<file path="src/fsh_pkg.sv">
// constants, enumerations and command tables shared by the flash host controller
`default_nettype none
package fsh_pkg;

	// ---------------------------------------------------------------
	// clock and timing
	// ---------------------------------------------------------------
	localparam int CLK_NS      = 40;
	localparam int TAS_NS      = 10;
	localparam int TWP_NS      = 200;
	localparam int TWPH_NS     = 200;
	localparam int TACC_NS     = 150;
	localparam int TOEHP_NS    = 150;
	localparam int BLC_US      = 150;
	localparam int ID_PAUSE_MS = 20;
	localparam int TWC_MS      = 20;
	localparam int SYNC_CYC    = 3;

	function automatic int cyc_up(input int ns);
		int c;
		c = (ns + CLK_NS - 1) / CLK_NS;
		return (c < 1) ? 1 : c;
	endfunction : cyc_up

	function automatic int cyc_dn(input int ns);
		int c;
		c = ns / CLK_NS;
		return (c < 1) ? 1 : c;
	endfunction : cyc_dn

	localparam int TAS_CYC     = cyc_up(TAS_NS);
	localparam int TWP_CYC     = cyc_up(TWP_NS);
	localparam int TWPH_CYC    = cyc_up(TWPH_NS);
	localparam int TACC_CYC    = cyc_up(TACC_NS);
	localparam int TOEHP_CYC   = cyc_up(TOEHP_NS);
	// output enable stays low until the data has crossed the input synchroniser
	localparam int RD_LOW_CYC  = TACC_CYC + SYNC_CYC + 2;
	localparam int BLC_MAX_CYC = cyc_dn(BLC_US * 1000);
	localparam int WR_CYC      = TAS_CYC + TWP_CYC + TWPH_CYC;
	localparam int GAP_LIM     = BLC_MAX_CYC - WR_CYC;
	localparam int ID_WAIT_CYC = cyc_dn(ID_PAUSE_MS * 1000000);
	localparam int TWC_CYC     = cyc_dn(TWC_MS * 1000000);

	// ---------------------------------------------------------------
	// array geometry and command codes
	// ---------------------------------------------------------------
	localparam int SECTOR_BYTES   = 256;
	localparam int TOGGLE_BIT     = 6;
	localparam logic [14:0] CMD_ADDR_A = 15'h5555;
	localparam logic [14:0] CMD_ADDR_B = 15'h2aaa;
	localparam logic [14:0] LOCK_ADDR  = 15'h0000;
	localparam logic [7:0] UNLOCK_1       = 8'haa;
	localparam logic [7:0] UNLOCK_2       = 8'h55;
	localparam logic [7:0] ID_ENTRY_CMD   = 8'h90;
	localparam logic [7:0] PROG_CMD       = 8'ha0;
	localparam logic [7:0] ID_EXIT_CMD    = 8'hf0;
	localparam logic [7:0] LOCK_CMD_1     = 8'h80;
	localparam logic [7:0] LOCK_CMD_2     = 8'h40;
	localparam logic [7:0] LOCK_LOW_DATA  = 8'h00;
	localparam logic [7:0] LOCK_HIGH_DATA = 8'hff;

	localparam logic [2:0] OP_READ      = 3'h0;
	localparam logic [2:0] OP_PROGRAM   = 3'h1;
	localparam logic [2:0] OP_ID_ENTER  = 3'h2;
	localparam logic [2:0] OP_ID_EXIT   = 3'h3;
	localparam logic [2:0] OP_LOCK_LOW  = 3'h4;
	localparam logic [2:0] OP_LOCK_HIGH = 3'h5;

	typedef enum logic [2:0] {
		ST_IDLE, ST_CMD, ST_LOAD, ST_SETTLE, ST_POLL, ST_PAUSE, ST_RD
	} fsh_st_e;

	typedef enum logic [1:0] {PH_WAIT, PH_SET, PH_LOW, PH_HIGH} fsh_ph_e;

	// ---------------------------------------------------------------
	// command write tables
	// ---------------------------------------------------------------
	function automatic logic [3:0] seq_len(input logic [2:0] op);
		case (op)
			OP_PROGRAM, OP_ID_ENTER, OP_ID_EXIT: return 4'h3;
			OP_LOCK_LOW, OP_LOCK_HIGH:           return 4'h7;
			default:                             return 4'h0;
		endcase
	endfunction : seq_len

	// returns {command address, data}
	function automatic logic [22:0] seq_word(input logic [2:0] op, input logic [3:0] step);
		case (step)
			4'h0: return {CMD_ADDR_A, UNLOCK_1};
			4'h1: return {CMD_ADDR_B, UNLOCK_2};
			4'h2:
			begin
				case (op)
					OP_PROGRAM:  return {CMD_ADDR_A, PROG_CMD};
					OP_ID_ENTER: return {CMD_ADDR_A, ID_ENTRY_CMD};
					OP_ID_EXIT:  return {CMD_ADDR_A, ID_EXIT_CMD};
					default:     return {CMD_ADDR_A, LOCK_CMD_1};
				endcase
			end
			4'h3: return {CMD_ADDR_A, UNLOCK_1};
			4'h4: return {CMD_ADDR_B, UNLOCK_2};
			4'h5: return {CMD_ADDR_A, LOCK_CMD_2};
			default: return {LOCK_ADDR, (op == OP_LOCK_HIGH) ? LOCK_HIGH_DATA : LOCK_LOW_DATA};
		endcase
	endfunction : seq_word

endpackage : fsh_pkg
`default_nettype wire

</file>
<file path="src/fsh_host.sv">
// host-side sequencer driving a parallel sector flash through its strobe pins
//
// Notes on behaviour
// three unlock writes precede every sector byte load.
// all 256 sector bytes are loaded in one sequence with write strobes.
// bytes not loaded in the sector become undefined after programming.
// sector address stays on upper lines at every byte-load write edge.
// output enable stays high whenever write enable and chip enable are low.
// byte loads follow within 150 us; longer gap starts the program cycle.
// commands decode only low fifteen address bits and eight data bits.
// identification entry is AA at 5555, 55 at 2AAA, 90 at 5555.
// wait 20 ms after identification entry before reading identification data.
// identification reads at address 0 give maker, address 1 part code.
// power loss leaves identification mode; power-up reads the array.
// the exit sequence returns the device to array reads.
// reads during programming return toggle status.
// toggle bit alternates while busy; first and last values are arbitrary.
// polling reads keep one constant address.
// lockout sequence has separate data variants for low and high boot block.
// boot blocks are lowest and highest 16K bytes, locked independently.
// identification reads at 00002 and 7FFF2 show lock state FE or FF.
// locked blocks refuse erase and program; chip erase then refused.
// reads show busy status until the internal cycle completes.
// malformed command sequences are ignored by the device.
`timescale 1ns/100ps
`default_nettype none
module fsh_host #(
	parameter int ID_WAIT_CYC      = fsh_pkg::ID_WAIT_CYC,
	parameter int PROG_TIMEOUT_CYC = fsh_pkg::TWC_CYC,
	parameter int BUF_DEPTH        = 2
) (
	input  wire logic        mclk,
	input  wire logic        srst,
	input  wire logic        cmd_valid,
	output logic             cmd_ready,
	input  wire logic [2:0]  cmd_op,
	input  wire logic [18:0] cmd_addr,
	input  wire logic        wr_valid,
	output logic             wr_ready,
	input  wire logic [7:0]  wr_data,
	output logic             rd_valid,
	input  wire logic        rd_ready,
	output logic [7:0]       rd_data,
	output logic             busy,
	output logic             done,
	output logic             err,
	output logic [18:0]      fl_addr,
	output logic             fl_ce_n,
	output logic             fl_oe_n,
	output logic             fl_we_n,
	output logic [7:0]       fl_dq_o,
	output logic             fl_dq_oe,
	input  wire logic [7:0]  fl_dq_i
);
	// ---------------------------------------------------------------
	// elaboration checks
	// ---------------------------------------------------------------
	generate
		if (ID_WAIT_CYC < 1 || ID_WAIT_CYC >= (1 << 20)
			|| PROG_TIMEOUT_CYC < 1 || PROG_TIMEOUT_CYC >= (1 << 20))
		begin : g_bad_count
			$error("fsh_host wait counts must lie between 1 and 2**20-1");
		end
	endgenerate

	// ---------------------------------------------------------------
	// state
	// ---------------------------------------------------------------
	typedef struct packed {
		fsh_pkg::fsh_st_e st;
		fsh_pkg::fsh_ph_e ph;
		logic [2:0]       op;
		logic [3:0]       step;
		logic [8:0]       idx;
		logic [10:0]      sec;
		logic [19:0]      tmr;
		logic [19:0]      wd;
		logic [18:0]      addr;
		logic [7:0]       dq;
		logic             ce_n;
		logic             oe_n;
		logic             we_n;
		logic             dq_oe;
		logic [7:0]       s1;
		logic [7:0]       s2;
		logic [7:0]       s3;
		logic [7:0]       stab;
		logic             tog;
		logic             have;
		logic             same;
		logic             done;
		logic             err;
		logic [7:0]       rdat;
		logic             rpush;
	} fsh_state_s;

	localparam fsh_state_s RST_VAL = '{st: fsh_pkg::ST_IDLE, ph: fsh_pkg::PH_WAIT,
		ce_n: 1'b1, oe_n: 1'b1, we_n: 1'b1, default: '0};

	fsh_state_s  cur_ff;
	fsh_state_s  nxt_ff;
	logic        buf_in_ready;
	logic        is_wr;
	logic        fin;
	logic        cap;
	logic [19:0] low_len;
	logic [19:0] high_len;
	logic [22:0] w;
	logic [22:0] w0;

	assign cmd_ready = (cur_ff.st == fsh_pkg::ST_IDLE);
	assign wr_ready  = (cur_ff.st == fsh_pkg::ST_LOAD) && (cur_ff.ph == fsh_pkg::PH_WAIT);
	assign busy      = (cur_ff.st != fsh_pkg::ST_IDLE);
	assign done      = cur_ff.done;
	assign err       = cur_ff.err;
	assign fl_addr   = cur_ff.addr;
	assign fl_ce_n   = cur_ff.ce_n;
	assign fl_oe_n   = cur_ff.oe_n;
	assign fl_we_n   = cur_ff.we_n;
	assign fl_dq_o   = cur_ff.dq;
	assign fl_dq_oe  = cur_ff.dq_oe;

	// ---------------------------------------------------------------
	// sequencer
	// ---------------------------------------------------------------
	always_comb
	begin
		nxt_ff       = cur_ff;
		nxt_ff.done  = 1'b0;
		nxt_ff.err   = 1'b0;
		nxt_ff.rpush = 1'b0;
		// pins are asynchronous to mclk: accept a value once two stages agree
		nxt_ff.s1 = fl_dq_i;
		nxt_ff.s2 = cur_ff.s1;
		nxt_ff.s3 = cur_ff.s2;
		if (cur_ff.s2 == cur_ff.s3)
			nxt_ff.stab = cur_ff.s3;

		is_wr    = (cur_ff.st == fsh_pkg::ST_CMD) || (cur_ff.st == fsh_pkg::ST_LOAD);
		low_len  = is_wr ? 20'(fsh_pkg::TWP_CYC) : 20'(fsh_pkg::RD_LOW_CYC);
		high_len = is_wr ? 20'(fsh_pkg::TWPH_CYC) : 20'(fsh_pkg::TOEHP_CYC);
		fin      = 1'b0;
		cap      = 1'b0;
		w        = fsh_pkg::seq_word(cur_ff.op, cur_ff.step + 4'h1);
		w0       = fsh_pkg::seq_word(cmd_op, 4'h0);

		// one strobe cycle: address set-up, strobe low, strobe high
		if (cur_ff.st == fsh_pkg::ST_CMD || cur_ff.st == fsh_pkg::ST_LOAD
			|| cur_ff.st == fsh_pkg::ST_POLL || cur_ff.st == fsh_pkg::ST_RD)
		begin
			case (cur_ff.ph)
				fsh_pkg::PH_SET:
				begin
					nxt_ff.ph  = fsh_pkg::PH_LOW;
					nxt_ff.tmr = '0;
					if (is_wr)
						nxt_ff.we_n = 1'b0;
					else
						nxt_ff.oe_n = 1'b0;
				end
				fsh_pkg::PH_LOW:
				begin
					nxt_ff.tmr = cur_ff.tmr + 20'h00001;
					if (cur_ff.tmr == low_len - 20'h00001)
					begin
						nxt_ff.we_n = 1'b1;
						nxt_ff.oe_n = 1'b1;
						nxt_ff.ph   = fsh_pkg::PH_HIGH;
						nxt_ff.tmr  = '0;
						cap         = !is_wr;
					end
				end
				fsh_pkg::PH_HIGH:
				begin
					nxt_ff.tmr = cur_ff.tmr + 20'h00001;
					if (cur_ff.tmr == high_len - 20'h00001)
					begin
						fin        = 1'b1;
						nxt_ff.tmr = '0;
						nxt_ff.ph  = fsh_pkg::PH_WAIT;
					end
				end
				default: ;
			endcase
		end

		case (cur_ff.st)
			fsh_pkg::ST_IDLE:
			begin
				nxt_ff.ce_n  = 1'b1;
				nxt_ff.oe_n  = 1'b1;
				nxt_ff.we_n  = 1'b1;
				nxt_ff.dq_oe = 1'b0;
				if (cmd_valid)
				begin
					nxt_ff.op   = cmd_op;
					nxt_ff.sec  = cmd_addr[18:8];
					nxt_ff.step = '0;
					nxt_ff.idx  = '0;
					nxt_ff.wd   = '0;
					nxt_ff.ce_n = 1'b0;
					case (cmd_op)
						fsh_pkg::OP_READ:
						begin
							nxt_ff.st   = fsh_pkg::ST_RD;
							nxt_ff.ph   = fsh_pkg::PH_WAIT;
							nxt_ff.addr = cmd_addr;
						end
						fsh_pkg::OP_PROGRAM, fsh_pkg::OP_ID_ENTER, fsh_pkg::OP_ID_EXIT,
						fsh_pkg::OP_LOCK_LOW, fsh_pkg::OP_LOCK_HIGH:
						begin
							// only the low fifteen bits carry a command address
							nxt_ff.st    = fsh_pkg::ST_CMD;
							nxt_ff.ph    = fsh_pkg::PH_SET;
							nxt_ff.addr  = {4'h0, w0[22:8]};
							nxt_ff.dq    = w0[7:0];
							nxt_ff.dq_oe = 1'b1;
						end
						default:
						begin
							nxt_ff.err  = 1'b1;
							nxt_ff.ce_n = 1'b1;
						end
					endcase
				end
			end
			fsh_pkg::ST_CMD:
			begin
				if (fin)
				begin
					nxt_ff.dq_oe = 1'b0;
					if (cur_ff.step == fsh_pkg::seq_len(cur_ff.op) - 4'h1)
					begin
						nxt_ff.tmr = '0;
						case (cur_ff.op)
							fsh_pkg::OP_PROGRAM:  nxt_ff.st = fsh_pkg::ST_LOAD;
							fsh_pkg::OP_ID_ENTER: nxt_ff.st = fsh_pkg::ST_PAUSE;
							fsh_pkg::OP_ID_EXIT:
							begin
								nxt_ff.st   = fsh_pkg::ST_IDLE;
								nxt_ff.done = 1'b1;
								nxt_ff.ce_n = 1'b1;
							end
							default: nxt_ff.st = fsh_pkg::ST_SETTLE;
						endcase
					end
					else
					begin
						nxt_ff.step  = cur_ff.step + 4'h1;
						nxt_ff.ph    = fsh_pkg::PH_SET;
						nxt_ff.addr  = {4'h0, w[22:8]};
						nxt_ff.dq    = w[7:0];
						nxt_ff.dq_oe = 1'b1;
					end
				end
			end
			fsh_pkg::ST_LOAD:
			begin
				if (cur_ff.ph == fsh_pkg::PH_WAIT && !fin)
				begin
					nxt_ff.wd = cur_ff.wd + 20'h00001;
					if (wr_valid)
					begin
						nxt_ff.addr  = {cur_ff.sec, cur_ff.idx[7:0]};
						nxt_ff.dq    = wr_data;
						nxt_ff.dq_oe = 1'b1;
						nxt_ff.ph    = fsh_pkg::PH_SET;
						nxt_ff.wd    = '0;
					end
					else if (cur_ff.wd == 20'(fsh_pkg::GAP_LIM))
					begin
						// a late source would let the device start on a partial sector
						nxt_ff.err = 1'b1;
						nxt_ff.st  = fsh_pkg::ST_SETTLE;
						nxt_ff.tmr = '0;
					end
				end
				if (fin)
				begin
					nxt_ff.dq_oe = 1'b0;
					nxt_ff.idx   = cur_ff.idx + 9'h001;
					nxt_ff.wd    = '0;
					if (cur_ff.idx == 9'(fsh_pkg::SECTOR_BYTES - 1))
					begin
						nxt_ff.st  = fsh_pkg::ST_SETTLE;
						nxt_ff.tmr = '0;
					end
				end
			end
			fsh_pkg::ST_SETTLE:
			begin
				// let the load window expire so the internal cycle has started
				nxt_ff.tmr = cur_ff.tmr + 20'h00001;
				if (cur_ff.tmr == 20'(fsh_pkg::BLC_MAX_CYC))
				begin
					nxt_ff.st   = fsh_pkg::ST_POLL;
					nxt_ff.ph   = fsh_pkg::PH_SET;
					nxt_ff.have = 1'b0;
					nxt_ff.same = 1'b0;
					nxt_ff.wd   = '0;
					if (cur_ff.op == fsh_pkg::OP_PROGRAM)
						nxt_ff.addr = {cur_ff.sec, 8'h00};
					else
						nxt_ff.addr = 19'h00000;
				end
			end
			fsh_pkg::ST_POLL:
			begin
				nxt_ff.wd = cur_ff.wd + 20'h00001;
				if (cap)
				begin
					// the first sample only seeds the comparison
					nxt_ff.tog  = cur_ff.stab[fsh_pkg::TOGGLE_BIT];
					nxt_ff.have = 1'b1;
					nxt_ff.same = cur_ff.have && (cur_ff.stab[fsh_pkg::TOGGLE_BIT] == cur_ff.tog);
				end
				if (fin)
				begin
					if (cur_ff.same)
					begin
						nxt_ff.st   = fsh_pkg::ST_IDLE;
						nxt_ff.done = 1'b1;
						nxt_ff.ce_n = 1'b1;
					end
					else if (cur_ff.wd >= 20'(PROG_TIMEOUT_CYC - 1))
					begin
						nxt_ff.st   = fsh_pkg::ST_IDLE;
						nxt_ff.err  = 1'b1;
						nxt_ff.ce_n = 1'b1;
					end
					else
						nxt_ff.ph = fsh_pkg::PH_SET;
				end
			end
			fsh_pkg::ST_PAUSE:
			begin
				nxt_ff.tmr = cur_ff.tmr + 20'h00001;
				if (cur_ff.tmr == 20'(ID_WAIT_CYC - 1))
				begin
					nxt_ff.st   = fsh_pkg::ST_IDLE;
					nxt_ff.done = 1'b1;
					nxt_ff.ce_n = 1'b1;
				end
			end
			fsh_pkg::ST_RD:
			begin
				// hold off the strobe while the buffer has no room for the answer
				if (cur_ff.ph == fsh_pkg::PH_WAIT && !fin && buf_in_ready)
					nxt_ff.ph = fsh_pkg::PH_SET;
				if (cap)
				begin
					nxt_ff.rdat  = cur_ff.stab;
					nxt_ff.rpush = 1'b1;
				end
				if (fin)
				begin
					nxt_ff.st   = fsh_pkg::ST_IDLE;
					nxt_ff.done = 1'b1;
					nxt_ff.ce_n = 1'b1;
				end
			end
			default: nxt_ff = RST_VAL;
		endcase
	end

	always_ff @(posedge mclk)
	begin
		if (srst)
			cur_ff <= RST_VAL;
		else
			cur_ff <= nxt_ff;
	end

	fsh_buf #(
		.W     (8),
		.DEPTH (BUF_DEPTH)
	) u_buf (
		.mclk      (mclk),
		.srst      (srst),
		.in_valid  (cur_ff.rpush),
		.in_ready  (buf_in_ready),
		.in_data   (cur_ff.rdat),
		.out_valid (rd_valid),
		.out_ready (rd_ready),
		.out_data  (rd_data)
	);
endmodule : fsh_host
`default_nettype wire

</file>
<file path="src/fsh_buf.sv">
// small valid/ready buffer for read data
`timescale 1ns/100ps
`default_nettype none
module fsh_buf #(
	parameter int W     = 8,
	parameter int DEPTH = 2
) (
	input  wire logic         mclk,
	input  wire logic         srst,
	input  wire logic         in_valid,
	output logic              in_ready,
	input  wire logic [W-1:0] in_data,
	output logic              out_valid,
	input  wire logic         out_ready,
	output logic [W-1:0]      out_data
);
	localparam int AW = $clog2(DEPTH);

	generate
		if (DEPTH < 2 || (DEPTH & (DEPTH - 1)) != 0)
		begin : g_bad_depth
			$error("fsh_buf depth must be a power of two of at least two");
		end
	endgenerate

	typedef struct packed {
		logic [DEPTH-1:0][W-1:0] mem;
		logic [AW-1:0]           wp;
		logic [AW-1:0]           rp;
		logic [AW:0]             cnt;
	} fsh_buf_s;

	fsh_buf_s cur_ff;
	fsh_buf_s nxt_ff;
	logic     push;
	logic     pop;

	assign in_ready  = (cur_ff.cnt != (AW+1)'(DEPTH));
	assign out_valid = (cur_ff.cnt != '0);
	assign out_data  = cur_ff.mem[cur_ff.rp];
	assign push      = in_valid && in_ready;
	assign pop       = out_valid && out_ready;

	always_comb
	begin
		nxt_ff = cur_ff;
		if (push)
		begin
			nxt_ff.mem[cur_ff.wp] = in_data;
			nxt_ff.wp             = cur_ff.wp + 1'b1;
		end
		if (pop)
			nxt_ff.rp = cur_ff.rp + 1'b1;
		case ({push, pop})
			2'b10:   nxt_ff.cnt = cur_ff.cnt + 1'b1;
			2'b01:   nxt_ff.cnt = cur_ff.cnt - 1'b1;
			default: nxt_ff.cnt = cur_ff.cnt;
		endcase
	end

	always_ff @(posedge mclk)
	begin
		if (srst)
			cur_ff <= '{default: '0};
		else
			cur_ff <= nxt_ff;
	end

endmodule : fsh_buf
`default_nettype wire

</file>
<file path="config.mk">
export PLATFORM = sky130hd
export DESIGN_NAME = fsh_host
export DESIGN_NICKNAME = d
export VERILOG_FILES = /design/src/fsh_pkg.sv /design/src/fsh_host.sv /design/src/fsh_buf.sv
export SDC_FILE = /design/constraint.sdc
export NUM_CORES = 1
export LEC_CHECK = 0
export ABC_AREA = 1
export BUFFER_PORTS_ARGS = -buffer_cell sky130_fd_sc_hd__buf_2
export CAP_MARGIN = 10
export CORE_MARGIN = 3
export CORE_UTILIZATION = 50
export DETAILED_ROUTE_END_ITERATION = 16
export GPL_ROUTABILITY_DRIVEN = 0
export PLACE_DENSITY_LB_ADDON = 0.05
export SLEW_MARGIN = 40
export SYNTH_ARGS = -nofsm -noshare
export SYNTH_HDL_FRONTEND = slang
export SYNTH_SLANG_ARGS = --single-unit
</file>
<file path="constraint.sdc">
create_clock -name mclk -period 1.77 [get_ports mclk]
set_input_delay 0.354 -clock mclk [delete_from_list [all_inputs] [get_ports mclk]]
set_output_delay 0.354 -clock mclk [all_outputs]
set_load 0.005 [all_outputs]
</file>
# == Word-level counts from Yosys, hierarchy flattened ==
# Cells that the tools add are included.
# totals
reg_bits,169
inputBits,43
out_inout_bits,45
# op_classes
n_eq_ne,58
bitwise,11
magnitude_cmp,4
reduce_logical,55
n_mux,119
add_sub_neg,11
# ops
op,n
$mux 20,8
$pmux 20 s5,1
$pmux 19 s5,1
$pmux 23 s4,1
$pmux 20 s4,1
$mux 67,1
$pmux 20 s3,1
$mux 48,1
$mux 47,1
$add 20x1->20 const B,2
$eq 20x12->1 const B,2
$eq 20x20->1,2
$mux 40,1
$mux 8,5
$mux 39,1
$pmux 19 s2,1
$mux 1,36
$mux 32,1
$pmux 8 s4,1
$mux 3,10
$ne 2x2->1 const B,15
$mux 28,1
$mux 27,1
$pmux 9 s3,1
71 further kinds,162

# == Depth between registers and ports, before layout ==
# depth
depth_word,15
depth_mapped,15
mapped_depth_nobuf,14

# == Modules after synthesis ==
# Synthesis repeated with hierarchy kept, for this count alone.
# hier_totals
hier_cells,1524
hier_area_um2,9790.6
# by_module_without_submodules
mod,area_per_inst_um2,instances,seq_area_each_um2,cells_per_inst
fsh_host,8684.6,1,2982.9,1345
fsh_buf,1106.1,1,400.4,179

# == Least setup slack after synthesis ==
# No wires, ideal clock.
# synth_path
path_type,register to register
start,register cur_ff[97] (netlist bit)
end,register cur_ff (netlist bit fl_addr[17])
arrival_time_ns,1.794
path_stages_with_launch,14
path_slack_ns,-0.157
path_buffers,2
required_time_ns,1.638
path_cell_list,dfxtp_1 > clkbuf_2 > inv_1 > ha_1 > nand3_1 > nor2_1 > nand4_1 > nand2_1 > nand3b_1 > nor2_4 > nand2_4 > buf_6 > nand2_1 > a21oi_1
# synth_via
elab_chain_len,8
elab_cells_between_ends,11
classes_between,eq/ne: 5; mux: 3; reduce/logical: 3
# synth_lines
element,line_no,text
"start, declared",fsh_host.sv:100,fsh_state_s cur_ff;
"start signal, assigned",fsh_host.sv:371,cur_ff <= nxt_ff;
$eq 20x20->1,fsh_host.sv:176,if (cur_ff.tmr == high_len - 20'h00001)
$mux 1,fsh_host.sv:176,
$mux 1,fsh_host.sv:151,case (cur_ff.ph)
$mux 1,fsh_host.sv:148,if (cur_ff.st == fsh_pkg::ST_CMD || cur_ff.st == fsh_pkg::ST_LOAD
$logic_not 1->1,fsh_host.sv:259,if (cur_ff.ph == fsh_pkg::PH_WAIT && !fin)
$logic_and 1x1->1,fsh_host.sv:259,
$ne 2x1->1 (no source line),n/a,
$reduce_and 8->1 (no source line) (*),n/a,
# Every way passes the cells marked *; elsewhere a longest branch is shown, timed or not.
# A chain may end at the register's enable or synchronous reset.

# == Final worst setup path ==
# layout_path
start,register cur_ff[103] (netlist bit)
end,register cur_ff (netlist bit fl_addr[16])
# Same word-level chain as after synthesis.

==> impl_metrics.json <==
{
  "drtIter0Drc": 669,
  "synth_edf_count": 0,
  "reg2reg_from": "cur_ff[103]",
  "arrival_ns": 2.37,
  "finalCritPeriodShare_pct": 113.3,
  "synthCells": 1447,
  "clk_pin_slew_ns": 0.07,
  "min_period_ns": 2.005,
  "clock_path_buffers": 2,
  "n_antenna_cell": 0,
  "power.total_mw": 9.504,
  "synth_seq_cells": 169,
  "synthTopCellsByArea": "dfxtp_1, nand2_1, a21oi_1",
  "drtPass1Iterations": 7,
  "seq_area_um2": 3413,
  "core_um2": 18270,
  "grt_max_degree": 38,
  "fmax_mhz": 498.8,
  "crit_path_frequent_cell": "nand4_1",
  "crit_slowest_cell": "dfxtp_2",
  "io_buffers": 87,
  "drtAntennaViolNets": 0,
  "n_fill_cell": 1569,
  "nets": 1761,
  "clk_latency_ns": 0.43,
  "seq_area_frac_synth_pct": 35.68,
  "die_w_um": 143.7,
  "violations": "setup timing",
  "p_leak_nw": 5.541,
  "wl_met3_um": 1912,
  "rsz0062_at_grt": "yes",
  "wire_per_inst_um": 14.91,
  "reg2reg_slack_ns": -0.23,
  "report.final.slew_viol_count": 0,
  "fin_skew_ns": 0.01549,
  "min_path_type": "primary input to flop",
  "row_count": 49,
  "ys.flop_type": "dfxtp_1",
  "synthToLayoutAreaGrowth_pct": 37.56,
  "htree_num_levels": 4,
  "synthesis.nets": 1502,
  "start_kind": "flop",
  "cts_tree": "done",
  "r2r-end": "fl_addr[16]",
  "async_flop_share_pct": 0,
  "drc_errors": 0,
  "path_class": "flop to flop",
  "synth_top_area_share_pct": 35.68,
  "grt_pass1_wl_um": 44770,
  "setup_viol": 98,
  "maxCapViolCount": 0,
  "dr_total_vias": 10320,
  "synthesis.area_um2": 9483,
  "hpwl_um": 20880,
  "ios": 88,
  "grt_overflow": 0,
  "path_cells": "buf_6 -> inv_2 -> nand4_1 -> nor2_1 -> nand4_1 -> nand2_1 -> nand3b_1 -> nor2_4 -> buf_12 -> buf_8 -> nand3_2 -> a21oi_2",
  "yosysWarnings": 0,
  "setup_ws_ns": -0.2349,
  "cts_buffers": 17,
  "clockRootBuffer": "clkbuf_16",
  "grt_pass1_vias": 9303,
  "yosysUniqueCellTypes": 40,
  "end_kind": "flop",
  "reg2reg_depth": 12,
  "drt-met1-wl_um": 12940,
  "multiInputGateArea_um2": 5723,
  "post-place-ws_ns": -0.3410,
  "worstPathMaxFanout": 6,
  "finalHoldViolations": 0,
  "via_per_inst": 5.298,
  "synth_area_leader_cell": "dfxtp_1",
  "dieHeight_um": 143.7,
  "endpoint": "fl_addr[16]",
  "crit_start": "cur_ff[103]",
  "finalSetupTns_ns": -14.06,
  "avgSynthCellArea_um2": 6.553,
  "wl_met2_um": 13630,
  "finalNonFillerCells": 1948,
  "synth.most_common_cell": "nand2_1",
  "initial_utilization_pct": 51.90,
  "netlist_top_cells_count": "nand2_1, dfxtp_1, inv_1",
  "worst_slew_pin_slew_ns": 0.5048,
  "top_layer": "met4",
  "die_area_um2": 20650,
  "antenna_found_initial": 0,
  "power_density_nw_per_um2": 728.5,
  "cp_slowest_stage_delay_ns": 0.33,
  "relSlewSlack_pct": 66.35,
  "dp_cells": 1890,
  "grt_use_total_pct": 26.87,
  "status": "finished with violations",
  "drive_above_1_share_pct": 33.22,
  "worstPathRequired_ns": 2.14,
  "cts_sinks": 169,
  "vdd_ir_drop_max_mv": 0.6788,
  "drt_wl_total_um": 29050
}
## cell families (layout without fill, tap and decap cells)
| logic type | after synthesis | count (layout) | synth area share [%] |
|---|---|---|---|
| buffers and inverters | 250 | 520 | 11.53 |
| AND/OR/NAND/NOR | 701 | 703 | 32.21 |
| XOR/XNOR | 30 | 30 | 2.771 |
| adder cells (fa/ha/maj) | 12 | 12 | 1.583 |
| AO/OA/AOI/OAI | 285 | 285 | 16.23 |
| flip-flops | 169 | 169 | 35.68 |
## state kept, by name (all words and copies together) (netlist names), 8 cells and up
| name | cells |
|---|---|
| cur_ff | 116 |
| u_buf.cur_ff | 20 |
| fl_addr | 19 |
| fl_dq_o | 8 |
## critical path, delay by kind of cell (launching register included)
kind,cells,cell delay [ns]
DFF,1,0.33
AOI/OAI and AO/OA,1,0.13
and+or+nand+nor,7,0.98
buffers and inverters,4,0.48
## report_power, final
part	switching [mW]	total [mW]	internal [mW]
registers	0.116	4.06	3.94
logic	0.999	1.72	0.716
clock network	1.80	3.73	1.93
## routing by layer
metal	track usage (%)	up-vias
li1	-	5219
met1	36.01	4694
met2	44.20	368
met3	5.258	39
met4	7.830	0
met5	0	-
## final cells by class
cell class                      count  share of cell area, %
Tap cell                          229                  2.196
Clock buffer                       18                  3.367
Inverter                          170                  4.997
Sequential cell                   169                  26.17
Clock inverter                     14                  1.180
Multi-Input combinational cell   1030                  43.87
Timing Repair Buffer              318                  18.22
## through the flow
step	util (%)	hold slack [ns]	instance area [µm²]
2_1_floorplan	-	0.3936	9527
3_3_place_gp	62.48	0.4010	11420
3_5_place_dp	62.48	0.3983	11420
4_1_cts	67.44	0.1095	12320
5_1_grt	71.40	0.1126	13050
6_report	71.40	0.1252	13050
## how the worst min path moves through the flow
| stage | from | end | slack [ns] | cells after the start |
|---|---|---|---|---|
| 2_1_floorplan | cur_ff[38] | cur_ff[30] | 0.39 | 2 |
| 3_3_place_gp | cur_ff[39] | cur_ff[31] | 0.40 | 2 |
| 3_5_place_dp | cur_ff[39] | cur_ff[31] | 0.40 | 2 |
| 4_1_cts | fl_dq_i[2] | cur_ff[40] | 0.11 | 3 |
| 5_1_grt | fl_dq_i[1] | cur_ff[39] | 0.11 | 3 |
| 6_report | fl_dq_i[7] | cur_ff[45] | 0.13 | 3 |
## cells in the final DEF (no fill, tap or decap), drive strengths merged
master,netlist,routed
a211oi,5,5
a21oi,150,150
a22oi,6,6
a31oi,7,7
buf,45,317
clkbuf,35,19
clkinv,1,6
clkinvlp,0,2
dfxtp,169,169
ha,12,12
inv,169,176
nand2,365,367
nand3,93,93
nand3b,2,2
nand4,24,24
nor2,160,160
nor3,39,39
nor4,8,8
o211ai,16,16
o21a,1,1
o21ai,87,87
o21bai,1,1
o22ai,10,10
o31ai,2,2
or2,10,10
xnor2,3,3
xor2,27,27
## timing repair
item                                    in CTS  in global routing
gates resized for setup                     72                169
pin swaps                                   28                 56
hold buffers                                 0                  0
gates cloned                                 1                  5
hold endpoints to repair                     0                  0
endpoints found under the setup margin     126                114
setup buffers                               10                 11
Power figures use the tool's default switching activity.
